## config.mk

```make
export PLATFORM = sky130hd
export DESIGN_NAME = hps_supervisor
export DESIGN_NICKNAME = d
export VERILOG_FILES = /design/src/logic/hps_pkg.sv /design/src/logic/hps_fan_if.sv /design/src/logic/hps_supervisor.sv /design/src/logic/hps_fan_chan.sv
export SDC_FILE = /design/constraint.sdc
export NUM_CORES = 1
export LEC_CHECK = 0
export ABC_CLOCK_PERIOD_IN_PS = 14400
export BUFFER_PORTS_ARGS = -buffer_cell sky130_fd_sc_hd__buf_4
export CAP_MARGIN = 0
export CORE_ASPECT_RATIO = 0.5
export CORE_MARGIN = 2
export CORE_UTILIZATION = 40
export DETAILED_ROUTE_END_ITERATION = 12
export PLACE_DENSITY = 0.58
export SLEW_MARGIN = 10
export SYNTH_ARGS = -nofsm -noshare
export SYNTH_HDL_FRONTEND = slang
export SYNTH_HIERARCHICAL = 1
export SYNTH_SLANG_ARGS = --single-unit
```

## constraint.sdc

```tcl
create_clock -name mclk -period 14.4 [get_ports mclk]
set_clock_uncertainty 0.15 [all_clocks]
set_input_delay 3.6 -clock mclk [delete_from_list [all_inputs] [get_ports mclk]]
set_output_delay 3.6 -clock mclk [all_outputs]
set_load 0.01 [all_outputs]
```

## src/logic/hps_pkg.sv

```systemverilog
// Package: constants, command codes and timing for the host power supervisor
package hps_pkg;
	// ------------------------------------------------------------
	// Clock and timing
	// ------------------------------------------------------------
	localparam int unsigned CLK_HZ = 10000000;
	localparam int unsigned PWM_HZ = 18;
	localparam int unsigned PWM_STEPS = 100;
	localparam int unsigned CYC_PWM_STEP = CLK_HZ / (PWM_HZ * PWM_STEPS);
	localparam int unsigned TICK_HZ = 32;
	localparam int unsigned CYC_TICK = CLK_HZ / TICK_HZ;
	localparam int unsigned TICKS_SEC = 32;
	localparam int unsigned HOLD_LONG_SEC = 4;
	localparam int unsigned HOLD_SHORT_TICKS = 8;
	localparam int unsigned EXTRA_SEC = 5;
	localparam int unsigned RESET_PULSE_SEC = 1;
	localparam logic [7:0] DEF_PULSE_TICKS = 8'h20;
	localparam logic [7:0] DEF_BLANK = 8'h01;
	// ------------------------------------------------------------
	// Wishbone register offsets (byte addresses)
	// ------------------------------------------------------------
	localparam logic [7:0] A_CMD = 8'h00;
	localparam logic [7:0] A_ARG0 = 8'h04;
	localparam logic [7:0] A_ARG1 = 8'h08;
	localparam logic [7:0] A_REPLY = 8'h0c;
	localparam logic [7:0] A_DATA0 = 8'h10;
	localparam logic [7:0] A_DATA1 = 8'h14;
	localparam logic [7:0] A_STATUS = 8'h18;
	localparam logic [7:0] A_FANPWR = 8'h1c;
	// ------------------------------------------------------------
	// Request and reply types, enable mask bits
	// ------------------------------------------------------------
	localparam logic [7:0] T_BLANK = 8'h1a;
	localparam logic [7:0] T_QUERY = 8'h1b;
	localparam logic [7:0] T_ENABLE = 8'h1c;
	localparam logic [7:0] T_WDOG = 8'h1d;
	localparam logic [7:0] T_REPLY_BIT = 8'h40;
	localparam int unsigned B_AUTO = 0;
	localparam int unsigned B_RSTINV = 1;
	localparam int unsigned B_PWRINV = 2;
	localparam int unsigned B_BLANK = 4;
	localparam int unsigned B_KRST = 5;
	localparam int unsigned B_KON = 6;
	localparam int unsigned B_KOFF = 7;
	// Command word layout: [7:0] type, [10:8] payload length
	localparam int unsigned CMD_LEN_LO = 8;
	// Keypad action sequencer states
	typedef enum logic [5:0] {
		HPS_IDLE = 6'h01,
		HPS_HOLD = 6'h02,
		HPS_PULSE = 6'h04,
		HPS_EXTRA = 6'h08,
		HPS_LOCK = 6'h10,
		HPS_WAITREL = 6'h20
	} hps_state_t;
endpackage

```

## src/logic/hps_fan_if.sv

```systemverilog
// Interface: one fan's PWM phase and blanking link
`timescale 1ns/1ns
interface hps_fan_if;
	logic [6:0] phase;
	logic stepTick;
	logic [7:0] power;
	logic [7:0] delay;
	logic pwmOn;
	logic tachOk;
	modport ctrl (output phase, output stepTick, output power,
		output delay, input pwmOn, input tachOk);
	modport fan (input phase, input stepTick, input power,
		input delay, output pwmOn, output tachOk);
endinterface

```

## src/logic/hps_supervisor.sv

```systemverilog
// Module: host power supervisor top with Wishbone command registers
// ------------------------------------------------------------
// ------------------------------------------------------------
//
// The Wishbone slave port and the address map are this design's own decisions.
`timescale 1ns/1ns
module hps_supervisor
	import hps_pkg::*;
#(
	parameter int unsigned NFAN = 4,
	parameter int unsigned CYC_STEP = CYC_PWM_STEP,
	parameter int unsigned CYC_TK = CYC_TICK
)(
	input wire logic mclk,
	input wire logic reset,
	input wire logic ce,
	input wire logic wb_cyc_i,
	input wire logic wb_stb_i,
	input wire logic wb_we_i,
	input wire logic [7:0] wb_adr_i,
	input wire logic [3:0] wb_sel_i,
	input wire logic [31:0] wb_dat_i,
	output logic [31:0] wb_dat_o,
	output logic wb_ack_o,
	input wire logic hostAlive,
	input wire logic keyConfirm,
	input wire logic keyCancel,
	input wire logic [NFAN-1:0] tachIn,
	input wire logic [NFAN-1:0] failSafeMask,
	output logic [NFAN-1:0] fanPwm,
	output logic [NFAN-1:0] tachValid,
	output logic hostResetOut,
	output logic hostResetOe,
	output logic hostPowerOut,
	output logic hostPowerOe,
	output logic displayBlank,
	output logic selfRestart,
	output logic [1:0] msgSel
);
	localparam int unsigned PW = $clog2(CYC_STEP + 1);
	localparam int unsigned TW = $clog2(CYC_TK + 1);
	localparam logic [PW-1:0] STEP_LAST = PW'(CYC_STEP - 1);
	localparam logic [TW-1:0] TICK_LAST = TW'(CYC_TK - 1);
	localparam logic [6:0] PH_LAST = 7'(PWM_STEPS - 1);
	localparam logic [7:0] TK_SEC = 8'(TICKS_SEC);
	localparam logic [7:0] TK_LONG = 8'(HOLD_LONG_SEC * TICKS_SEC);
	localparam logic [7:0] TK_SHORT = 8'(HOLD_SHORT_TICKS);
	localparam logic [7:0] TK_EXTRA = 8'(EXTRA_SEC * TICKS_SEC);
	localparam logic [7:0] TK_RST = 8'(RESET_PULSE_SEC * TICKS_SEC);

	// ------------------------------------------------------------
	// Software-visible state
	// ------------------------------------------------------------
	logic [31:0] cmd_q, arg0_q, arg1_q;
	logic [7:0] reply_q;
	logic [31:0] data0_q;
	logic [7:0] data1_q;
	logic [7:0] enable_q;
	logic [7:0] pulseLen_q;
	logic [7:0] blankDly_q [NFAN];
	logic [8*NFAN-1:0] fanPower_q;
	logic [7:0] wdTimeout_q;
	logic [7:0] wdSec_q;
	logic [7:0] wdTick_q;
	logic ack_q;
	logic [31:0] rdata_q;

	// ------------------------------------------------------------
	// Time base: PWM step strobe and 1/32 s tick
	// ------------------------------------------------------------
	logic [PW-1:0] stepCnt_q;
	logic [6:0] phase_q;
	logic [TW-1:0] tickCnt_q;
	logic stepTick, tick;
	assign stepTick = (stepCnt_q == STEP_LAST);
	assign tick = (tickCnt_q == TICK_LAST);

	// 100 steps per PWM period give the ~18 Hz rate
	always_ff @(posedge mclk or posedge reset) begin
		if (reset) begin
			stepCnt_q <= '0;
			phase_q <= 7'h00;
		end else if (ce) begin
			stepCnt_q <= stepTick ? '0 : stepCnt_q + PW'(1);
			if (stepTick) begin
				phase_q <= (phase_q == PH_LAST) ? 7'h00 : phase_q + 7'h01;
			end
		end
	end

	always_ff @(posedge mclk or posedge reset) begin
		if (reset) begin
			tickCnt_q <= '0;
		end else if (ce) begin
			tickCnt_q <= tick ? '0 : tickCnt_q + TW'(1);
		end
	end

	// ------------------------------------------------------------
	// Fan channels
	// ------------------------------------------------------------
	genvar gi;
	generate
		for (gi = 0; gi < NFAN; gi++) begin : g_fan
			hps_fan_if fi ();
			assign fi.phase = phase_q;
			assign fi.stepTick = stepTick;
			assign fi.power = fanPower_q[8*gi +: 8];
			assign fi.delay = blankDly_q[gi];
			assign fanPwm[gi] = fi.pwmOn;
			assign tachValid[gi] = fi.tachOk & tachIn[gi];
			hps_fan_chan u_chan (
				.mclk(mclk),
				.reset(reset),
				.ce(ce),
				.f(fi.fan)
			);
		end
	endgenerate

	// ------------------------------------------------------------
	// Wishbone decode
	// ------------------------------------------------------------
	wire busReq = wb_cyc_i && wb_stb_i && !ack_q;
	wire busWr = busReq && wb_we_i;
	wire wrCmd = busWr && (wb_adr_i == A_CMD) && wb_sel_i[0];
	wire wrArg0 = busWr && (wb_adr_i == A_ARG0);
	wire wrArg1 = busWr && (wb_adr_i == A_ARG1);
	wire wrFan = busWr && (wb_adr_i == A_FANPWR);

	// Sequencer state declared here, read by the command path
	hps_state_t state_q, state_d;
	logic lockout;
	assign lockout = (state_q == HPS_LOCK);
	wire exec = wrCmd && !lockout;

	// Byte-lane merge for argument and fan power registers
	function automatic logic [31:0] merge(input logic [31:0] old,
		input logic [31:0] nw, input logic [3:0] sel);
		logic [31:0] r;
		r = old;
		for (int b = 0; b < 4; b++) begin
			if (sel[b]) begin
				r[8*b +: 8] = nw[8*b +: 8];
			end
		end
		return r;
	endfunction

	always_ff @(posedge mclk or posedge reset) begin
		if (reset) begin
			ack_q <= 1'b0;
		end else if (ce) begin
			ack_q <= busReq;
		end
	end
	assign wb_ack_o = ack_q;
	assign wb_dat_o = rdata_q;

	// ------------------------------------------------------------
	// Read mux; unmapped addresses read zero
	// ------------------------------------------------------------
	logic [31:0] rmux;
	always_comb begin
		case (wb_adr_i)
			A_CMD: rmux = cmd_q;
			A_ARG0: rmux = arg0_q;
			A_ARG1: rmux = arg1_q;
			A_REPLY: rmux = {24'h000000, reply_q};
			A_DATA0: rmux = data0_q;
			A_DATA1: rmux = {24'h000000, data1_q};
			A_STATUS: rmux = {8'h00, wdTimeout_q, enable_q,
				2'b00, lockout, hostAlive, 4'h0};
			A_FANPWR: rmux = fanPower_q[31:0];
			default: rmux = 32'h00000000;
		endcase
	end
	always_ff @(posedge mclk or posedge reset) begin
		if (reset) begin
			rdata_q <= 32'h00000000;
		end else if (ce && busReq) begin
			rdata_q <= rmux;
		end
	end

	// ------------------------------------------------------------
	// Command registers and request execution
	// ------------------------------------------------------------
	always_ff @(posedge mclk or posedge reset) begin
		if (reset) begin
			cmd_q <= 32'h00000000;
			arg0_q <= 32'h00000000;
			arg1_q <= 32'h00000000;
			fanPower_q <= '0;
		end else if (ce) begin
			if (wrCmd) cmd_q <= merge(cmd_q, wb_dat_i, wb_sel_i);
			if (wrArg0) arg0_q <= merge(arg0_q, wb_dat_i, wb_sel_i);
			if (wrArg1) arg1_q <= merge(arg1_q, wb_dat_i, wb_sel_i);
			if (wrFan) fanPower_q <= merge(fanPower_q, wb_dat_i, wb_sel_i);
		end
	end

	// Type is taken from the written command word itself
	wire [7:0] newType = wb_dat_i[7:0];
	wire [2:0] newLen = wb_dat_i[CMD_LEN_LO +: 3];
	wire doBlank = exec && (newType == T_BLANK);
	wire doQuery = exec && (newType == T_QUERY);
	wire doEnable = exec && (newType == T_ENABLE);
	wire doWdog = exec && (newType == T_WDOG);
	wire known = doBlank || doQuery || doEnable || doWdog;

	always_ff @(posedge mclk or posedge reset) begin
		if (reset) begin
			reply_q <= 8'h00;
			data0_q <= 32'h00000000;
			data1_q <= 8'h00;
			enable_q <= 8'h00;
			pulseLen_q <= DEF_PULSE_TICKS;
			for (int i = 0; i < NFAN; i++) begin
				blankDly_q[i] <= DEF_BLANK;
			end
		end else if (ce) begin
			if (known) reply_q <= newType | T_REPLY_BIT;
			if (doBlank) begin
				for (int i = 0; i < NFAN; i++) begin
					blankDly_q[i] <= arg0_q[8*i +: 8];
				end
			end
			if (doQuery) begin
				data0_q <= fanPower_q[31:0];
				data1_q <= 8'(failSafeMask);
			end
			if (doEnable) begin
				enable_q <= arg0_q[7:0];
				pulseLen_q <= (newLen >= 3'd2) ? arg0_q[15:8]
					: DEF_PULSE_TICKS;
			end
		end
	end

	// ------------------------------------------------------------
	// Watchdog: seconds down-counter
	// ------------------------------------------------------------
	logic wdFire;
	assign wdFire = (wdTimeout_q != 8'h00) && (wdSec_q == 8'h00);
	always_ff @(posedge mclk or posedge reset) begin
		if (reset) begin
			wdTimeout_q <= 8'h00;
			wdSec_q <= 8'h00;
			wdTick_q <= 8'h00;
		end else if (ce) begin
			if (doWdog) begin
				wdTimeout_q <= arg0_q[7:0];
				wdSec_q <= arg0_q[7:0];
				wdTick_q <= 8'h00;
			end else if (wdFire) begin
				wdTimeout_q <= 8'h00;
			end else if (wdTimeout_q != 8'h00 && tick) begin
				if (wdTick_q == TK_SEC - 8'h01) begin
					wdTick_q <= 8'h00;
					wdSec_q <= wdSec_q - 8'h01;
				end else begin
					wdTick_q <= wdTick_q + 8'h01;
				end
			end
		end
	end

	// ------------------------------------------------------------
	// Keypad sequencer
	// ------------------------------------------------------------
	logic [7:0] tk_q, tk_d;
	logic [1:0] act_q, act_d; // 1 reset, 2 power-on, 3 power-off
	logic wdPend_q;
	always_comb begin
		state_d = state_q;
		tk_d = tk_q;
		act_d = act_q;
		case (state_q)
			HPS_IDLE: begin
				tk_d = 8'h00;
				if (wdPend_q) begin
					act_d = 2'd0;
					tk_d = TK_RST;
					state_d = HPS_PULSE;
				end else if (keyConfirm && hostAlive && enable_q[B_KRST]) begin
					act_d = 2'd1;
					state_d = HPS_HOLD;
				end else if (keyConfirm && !hostAlive && enable_q[B_KON]) begin
					act_d = 2'd2;
					state_d = HPS_HOLD;
				end else if (keyCancel && hostAlive && enable_q[B_KOFF]) begin
					act_d = 2'd3;
					state_d = HPS_HOLD;
				end
			end
			HPS_HOLD: begin
				if ((act_q == 2'd3) ? !keyCancel : !keyConfirm) begin
					state_d = HPS_IDLE;
				end else if (tick) begin
					tk_d = tk_q + 8'h01;
					if (tk_q + 8'h01 == ((act_q == 2'd2) ? TK_SHORT : TK_LONG)) begin
						tk_d = (act_q == 2'd1) ? TK_RST : pulseLen_q;
						state_d = HPS_PULSE;
					end
				end
			end
			HPS_PULSE: begin
				if (tick) tk_d = tk_q - 8'h01;
				if (tick && tk_q <= 8'h01) begin
					if (act_q == 2'd3 && keyCancel) begin
						tk_d = TK_EXTRA;
						state_d = HPS_EXTRA;
					end else if (act_q == 2'd0 || act_q == 2'd3) begin
						state_d = HPS_WAITREL;
					end else begin
						state_d = HPS_LOCK;
					end
				end
			end
			HPS_EXTRA: begin
				if (tick) tk_d = tk_q - 8'h01;
				if (!keyCancel || (tick && tk_q <= 8'h01)) begin
					state_d = HPS_WAITREL;
				end
			end
			HPS_LOCK: state_d = HPS_LOCK; // held until selfRestart resets
			HPS_WAITREL: begin
				if (!keyConfirm && !keyCancel) state_d = HPS_IDLE;
			end
			default: state_d = HPS_IDLE;
		endcase
	end

	always_ff @(posedge mclk or posedge reset) begin
		if (reset) begin
			state_q <= HPS_IDLE;
			tk_q <= 8'h00;
			act_q <= 2'd0;
			wdPend_q <= 1'b0;
		end else if (ce) begin
			state_q <= state_d;
			tk_q <= tk_d;
			act_q <= act_d;
			// Expiry latched so a busy sequencer cannot lose it
			if (wdFire) wdPend_q <= 1'b1;
			else if (state_q == HPS_IDLE) wdPend_q <= 1'b0;
		end
	end

	// ------------------------------------------------------------
	// Control pins and display
	// ------------------------------------------------------------
	wire driving = (state_q == HPS_PULSE) || (state_q == HPS_EXTRA);
	wire resetAct = enable_q[B_RSTINV];
	wire powerAct = enable_q[B_PWRINV];
	logic hostAlive_q;
	always_ff @(posedge mclk or posedge reset) begin
		if (reset) begin
			hostResetOe <= 1'b0;
			hostPowerOe <= 1'b0;
			hostResetOut <= 1'b0;
			hostPowerOut <= 1'b0;
			hostAlive_q <= 1'b0;
			selfRestart <= 1'b0;
		end else if (ce) begin
			hostResetOe <= driving && (act_q <= 2'd1);
			hostPowerOe <= driving && (act_q >= 2'd2);
			hostResetOut <= resetAct;
			hostPowerOut <= powerAct;
			hostAlive_q <= hostAlive;
			// Sticky until reset, so a slow feedback path cannot miss it
			selfRestart <= selfRestart || lockout
				|| (enable_q[B_BLANK] && hostAlive
				&& !hostAlive_q);
		end
	end
	assign displayBlank = enable_q[B_BLANK] && !hostAlive;
	assign msgSel = driving ? ((act_q <= 2'd1) ? 2'd1
		: (act_q == 2'd2) ? 2'd2 : 2'd3) : 2'd0;
endmodule

```

## src/logic/hps_fan_chan.sv

```systemverilog
// Module: one fan channel, PWM output and tachometer blanking window
`timescale 1ns/1ns
module hps_fan_chan
	import hps_pkg::*;
(
	input wire logic mclk,
	input wire logic reset,
	input wire logic ce,
	hps_fan_if.fan f
);
	logic [7:0] blankCnt_q;
	logic onNow;
	logic wasOn_q;
	// ------------------------------------------------------------
	// PWM compare: on while phase below power percentage
	// ------------------------------------------------------------
	assign onNow = {1'b0, f.phase} < f.power;
	assign f.pwmOn = wasOn_q;
	assign f.tachOk = wasOn_q && (blankCnt_q == 8'h00);
	// Blanking restarts at every off-to-on edge of the PWM
	always_ff @(posedge mclk or posedge reset) begin
		if (reset) begin
			wasOn_q <= 1'b0;
			blankCnt_q <= 8'h00;
		end else if (ce && f.stepTick) begin
			wasOn_q <= onNow;
			if (onNow && !wasOn_q) begin
				blankCnt_q <= f.delay;
			end else if (blankCnt_q != 8'h00) begin
				blankCnt_q <= blankCnt_q - 8'h01;
			end
		end
	end
endmodule

```

; ---- Word level (Yosys, flattened, before mapping)
; Index checks and enable logic that the tools add are counted.
[totals]
register_bits = 375
input_bits = 61
output_inout_bits = 49
elab_cells = 275
[classes]
add_sub_neg = 11
n_lt_le_gt_ge = 8
n_eq_ne = 34
n_mux = 56
bitwise_logic = 4
n_reduce_logical = 111
[ops]
columns = operator, count
row1 = one-hot mux 32 bit (8 select lines), 1
row2 = two-way mux 8 bit, 27
row3 = two-way mux 6 bit, 13
row4 = "== test 8 x 5 -> 1 bit, second input constant", 9
row5 = AND reduction 3 bit, 18
row6 = logical NOT 8 bit, 6
row7 = "subtractor 8 x 1 -> 8 bit, second input constant", 6
row8 = nonzero test 8 bit, 5
row9 = logical AND 1 bit, 39
row10 = one-hot mux 6 bit (6 select lines), 1
row11 = < comparator 7 x 8 -> 1 bit, 4
row12 = one-hot mux 8 bit (4 select lines), 1
row13 = AND reduction 2 bit, 11
row14 = "adder 19 x 1 -> 19 bit, second input constant", 1
row15 = "== test 19 bit, second input constant", 1
row16 = two-way mux 19 bit, 1
row17 = "adder 8 x 1 -> 8 bit, second input constant", 2
row18 = "== test 8 x 4 -> 1 bit, second input constant", 2
row19 = nonzero test 2 bit, 8
row20 = "adder 13 x 1 -> 13 bit, second input constant", 1
row21 = "== test 13 bit, second input constant", 1
row22 = two-way mux 13 bit, 1
row23 = two-way mux 2 bit, 6
row24 = "inequality test 2 bit, second input constant", 6
row25 = 27 further kinds, 53

; ---- Longest topological paths before layout
[logic_depth]
depth_word = 11
mapped_depth = 9
mapped_depth_nobuf = 9

; ---- Modules after synthesis
; Netlist, hierarchy kept.
[by_module_without_submodules]
columns = module, n_inst, cells_each, area_per_inst_um2, seq_area_each_um2
row1 = hps_supervisor, 1, 1316, 15697.6, 8490.6
row2 = hps_fan_chan, 4, 96, 805.8, 225.2

; ---- Least setup slack after synthesis
; Ideal clock, no wire load.
[synth_path]
kind = in2out
from = input hostAlive
to = output displayBlank
t_arrival_ps = 3778
required_ps = 10650
path_slack_ps = 6872
stages = 1
path_buffers = 0
cell_sequence = nor2b_1
[synth_via]
elab_chain_len = 2
[synth_rtl]
columns = item, line
row1 = "start, declared", hps_supervisor.sv:25  ; input wire logic hostAlive,
row2 = logical NOT 1 bit, hps_supervisor.sv:378  ; assign displayBlank = enable_q[B_BLANK] && !hostAlive;
row3 = logical AND 1 bit, hps_supervisor.sv:378
row4 = "end, declared", hps_supervisor.sv:36  ; output logic displayBlank,
; No other way between the ends.

; ---- Worst setup path in the final report
[layout_path]
from = input tachIn[1]
to = output tachValid[1]
[layout_via]
elab_chain_len = 1
[layout_rtl]
columns = item, line
row1 = "start, declared", hps_supervisor.sv:28  ; input wire logic [NFAN-1:0] tachIn,
row2 = bitwise AND 1 bit, hps_supervisor.sv:111  ; assign tachValid[gi] = fi.tachOk & tachIn[gi];
row3 = "end, declared", hps_supervisor.sv:31  ; output logic [NFAN-1:0] tachValid,
; No other way between the ends.

==> run metrics <==
Skew-Pair Late Insertion Delay 560 ps; synthesized area per cell 11.1 µm²; post-cts sizing count 0; most common cell after layout, fill and taps aside dfrtp_1; initial cell density of the core 40.5%; Clock power frac 42.5%; Crit Path Class in -> out; Tmin final 7710 ps; Cell Area, Placed 20300 µm²; number of global-route vias before repair 13800; synthesized cell area 18900 µm²; cell count after synthesis 1700; crit path from tachIn[1]; RSZ-0062 raised after global routing no; Combinational Power Share 9.2%; highest-count cells in the layout ignoring fill and taps dfrtp_1, mux2_2, nand2_1, buf_4, nor2_1; slew of the pin with the lowest slew margin 1090 ps; Reg area 9390 µm²; Post-synth EDFFs 0; PortBufs 109; Root Buffer clkbuf_16; Synth Net Count 1806; Pleak 10.1 nW; antenna-violating nets left 0; hpwl dp 35000 µm; Final Instance Area 21500 µm²; H-tree depth 2; vias per cell 5.77; crit-path max FO 1; ys async rst share 100%; R2R Setup Slk 10940 ps; Max Cap Viol 0; filler cell count 4373; Longest Clk Path Bufs 3; Core Rows 56; Reg2Reg Capture Point g_fan[1].fi.delay[4]; CTS tree done; Tcrit/Tclk final 53.6%; final worst setup slack 6690 ps; setup tns final 0 ps; clk slew on worst S/H paths 60 ps; sequential share of power 48.3%; Routed WL per cell 21.2 µm; Die Span Y 158 µm; fraction of layout cells with a size suffix above 1 25.2%; pin count of the biggest net entering global routing 169; total power 2.31 mW; Sw Ratio 25.7%; WL final 51800 µm; Post-CTS Setup Repair Bufs 0; R2R depth 5; # DRC 0; final hold violation count 0; first-pass GRT wire length 81100 µm; die area 49200 µm²; reg-to-reg critical path startpoint wb_ack_o; via count 14100; distinct cell type count after synthesis 88; switching power total 0.594 mW; Initial DRC Count 1359; critical path capture point type primary output; Critical Path Start Type primary input; # clock sinks 375; DRT Pass-1 Iters 7; Ports 110; initial antenna violation count 1; Max IR drop VDD 0.0900 mV; core area 46700 µm²; outcome complete, no violations; HP Class reg -> reg; PwrDens 108 nW/µm²; f_max 130 MHz; die width 312 µm; Setup violations, final 0; routability cong. 0.865; Critical Path AT 3960 ps; Num CTS Buffers 38; Seq/Total Area, Yosys 49.6%; nets 1883; Multi-input gate area 8850 µm²; Critical path destination tachValid[1]; Synth Register Bits 375; Worst EP required 10650 ps; cts hold-fix bufs 0; Yosys Warn Count 6; ys flop type dfrtp_1; GRT Total Usage 21.0%; Internal 1.72 mW; Slew Limit Fails 0; GRT overflow 0; worst slack, placed 6690 ps; P&R area growth vs syn 13.5%; Max-Slew Margin vs Limit 26.7%
critical path, stage by stage:
cell and delay, ps:
buf_4 100, and2_1 120, buf_4 140
per-stage QoR:
stage / std cells / hold WS [ps] / utilization (%)
final: 2443 / 310 / 45.9
after floorplan: 1700 / 285 / -
after detailed placement: 2375 / 305 / 43.3
after global placement: 2375 / 301 / 43.3
after CTS: 2442 / 318 / 45.9
after global routing: 2443 / 349 / 45.9
final cells by class:
| class | count | share of cell area, % |
|---|---|---|
| inverter | 62 | 1.12 |
| clock inverter | 12 | 0.501 |
| clock buffer | 55 | 5.15 |
| multi-input combinational | 1172 | 41.2 |
| sequential | 375 | 43.7 |
| timing repair buffer | 128 | 4.53 |
| antenna | 1 | 0.0117 |
| tap | 638 | 3.72 |
power groups by stage:
stage / sequential, mW / combinational (mW) / clock, mW
2_1_floorplan: 1.12 / 0.156 / 0
4_1_cts: 1.12 / 0.215 / 1.00
3_3_place_gp: 1.14 / 0.213 / 0
5_1_grt: 1.12 / 0.238 / 1.05
3_5_place_dp: 1.13 / 0.214 / 0
6_report: 1.12 / 0.213 / 0.983
how the worst min path moves through the flow:
stage                       start            end  slack, ps  cells after the start
floorplan              reply_q[4]     reply_q[4]        290                      1
global placement       reply_q[6]     reply_q[6]        300                      1
detailed placement     reply_q[6]     reply_q[6]        310                      1
CTS                 pulseLen_q[5]  pulseLen_q[5]        320                      2
global route        pulseLen_q[5]  pulseLen_q[5]        350                      2
finish                selfRestart    selfRestart        310                      1
registers in the layout, summed over array words and instances, names as in the netlist, 13 cells and up:
register and cells:
arg0_q 32, arg1_q 32, cmd_q 32, data0_q 32, fanPower_q 32, g_fan.fi.delay 32
g_fan.u_chan/blankCnt_q 32, stepCnt_q 13, tickCnt_q 19, wb_dat_o 32
synthesized netlist by cell type, types with 10 or more instances:
cell type	n	share of area, %
ha_1	45	3.0
a222oi_1	50	2.6
and3_1	17	0.56
nor3_1	42	1.1
or4_1	12	0.48
nor4b_1	11	0.51
and2_1	22	0.73
o211ai_1	10	0.40
or3_1	14	0.46
o21ai_0	76	2.0
a22o_1	42	1.9
nor4_1	27	0.89
a22oi_1	21	0.83
nor2_1	89	1.8
xnor2_1	14	0.65
dfrtp_1	369	49
nand2b_1	28	0.93
clkbuf_1	46	0.91
a21oi_1	33	0.87
buf_2	25	0.66
mux2_2	214	13
xor2_1	20	0.93
nand4_1	30	0.99
nand3_1	41	1.1
nand2_1	137	2.7
inv_1	61	1.2
kinds of logic (layout without fill, tap and decap cells):
kind of cell | Yosys count | after routing | synth area share [%]
muxes | 223 | 223 | 13.2
other | 0 | 1 | 0
AOI/OAI and AO/OA | 327 | 327 | 13.1
buffers and inverters | 153 | 257 | 3.66
and+or+nand+nor | 543 | 543 | 15.8
adders and majority gates | 45 | 45 | 2.98
xor gates and xnor gates | 34 | 34 | 1.57
DFF | 375 | 375 | 49.6
layer usage:
layer	routed length [µm]	track usage, %
met5	0	0
met4	1010	4.95
met3	2790	3.25
met2	24500	35.3
met1	23500	28.7
Power figures use the tool's default switching activity.
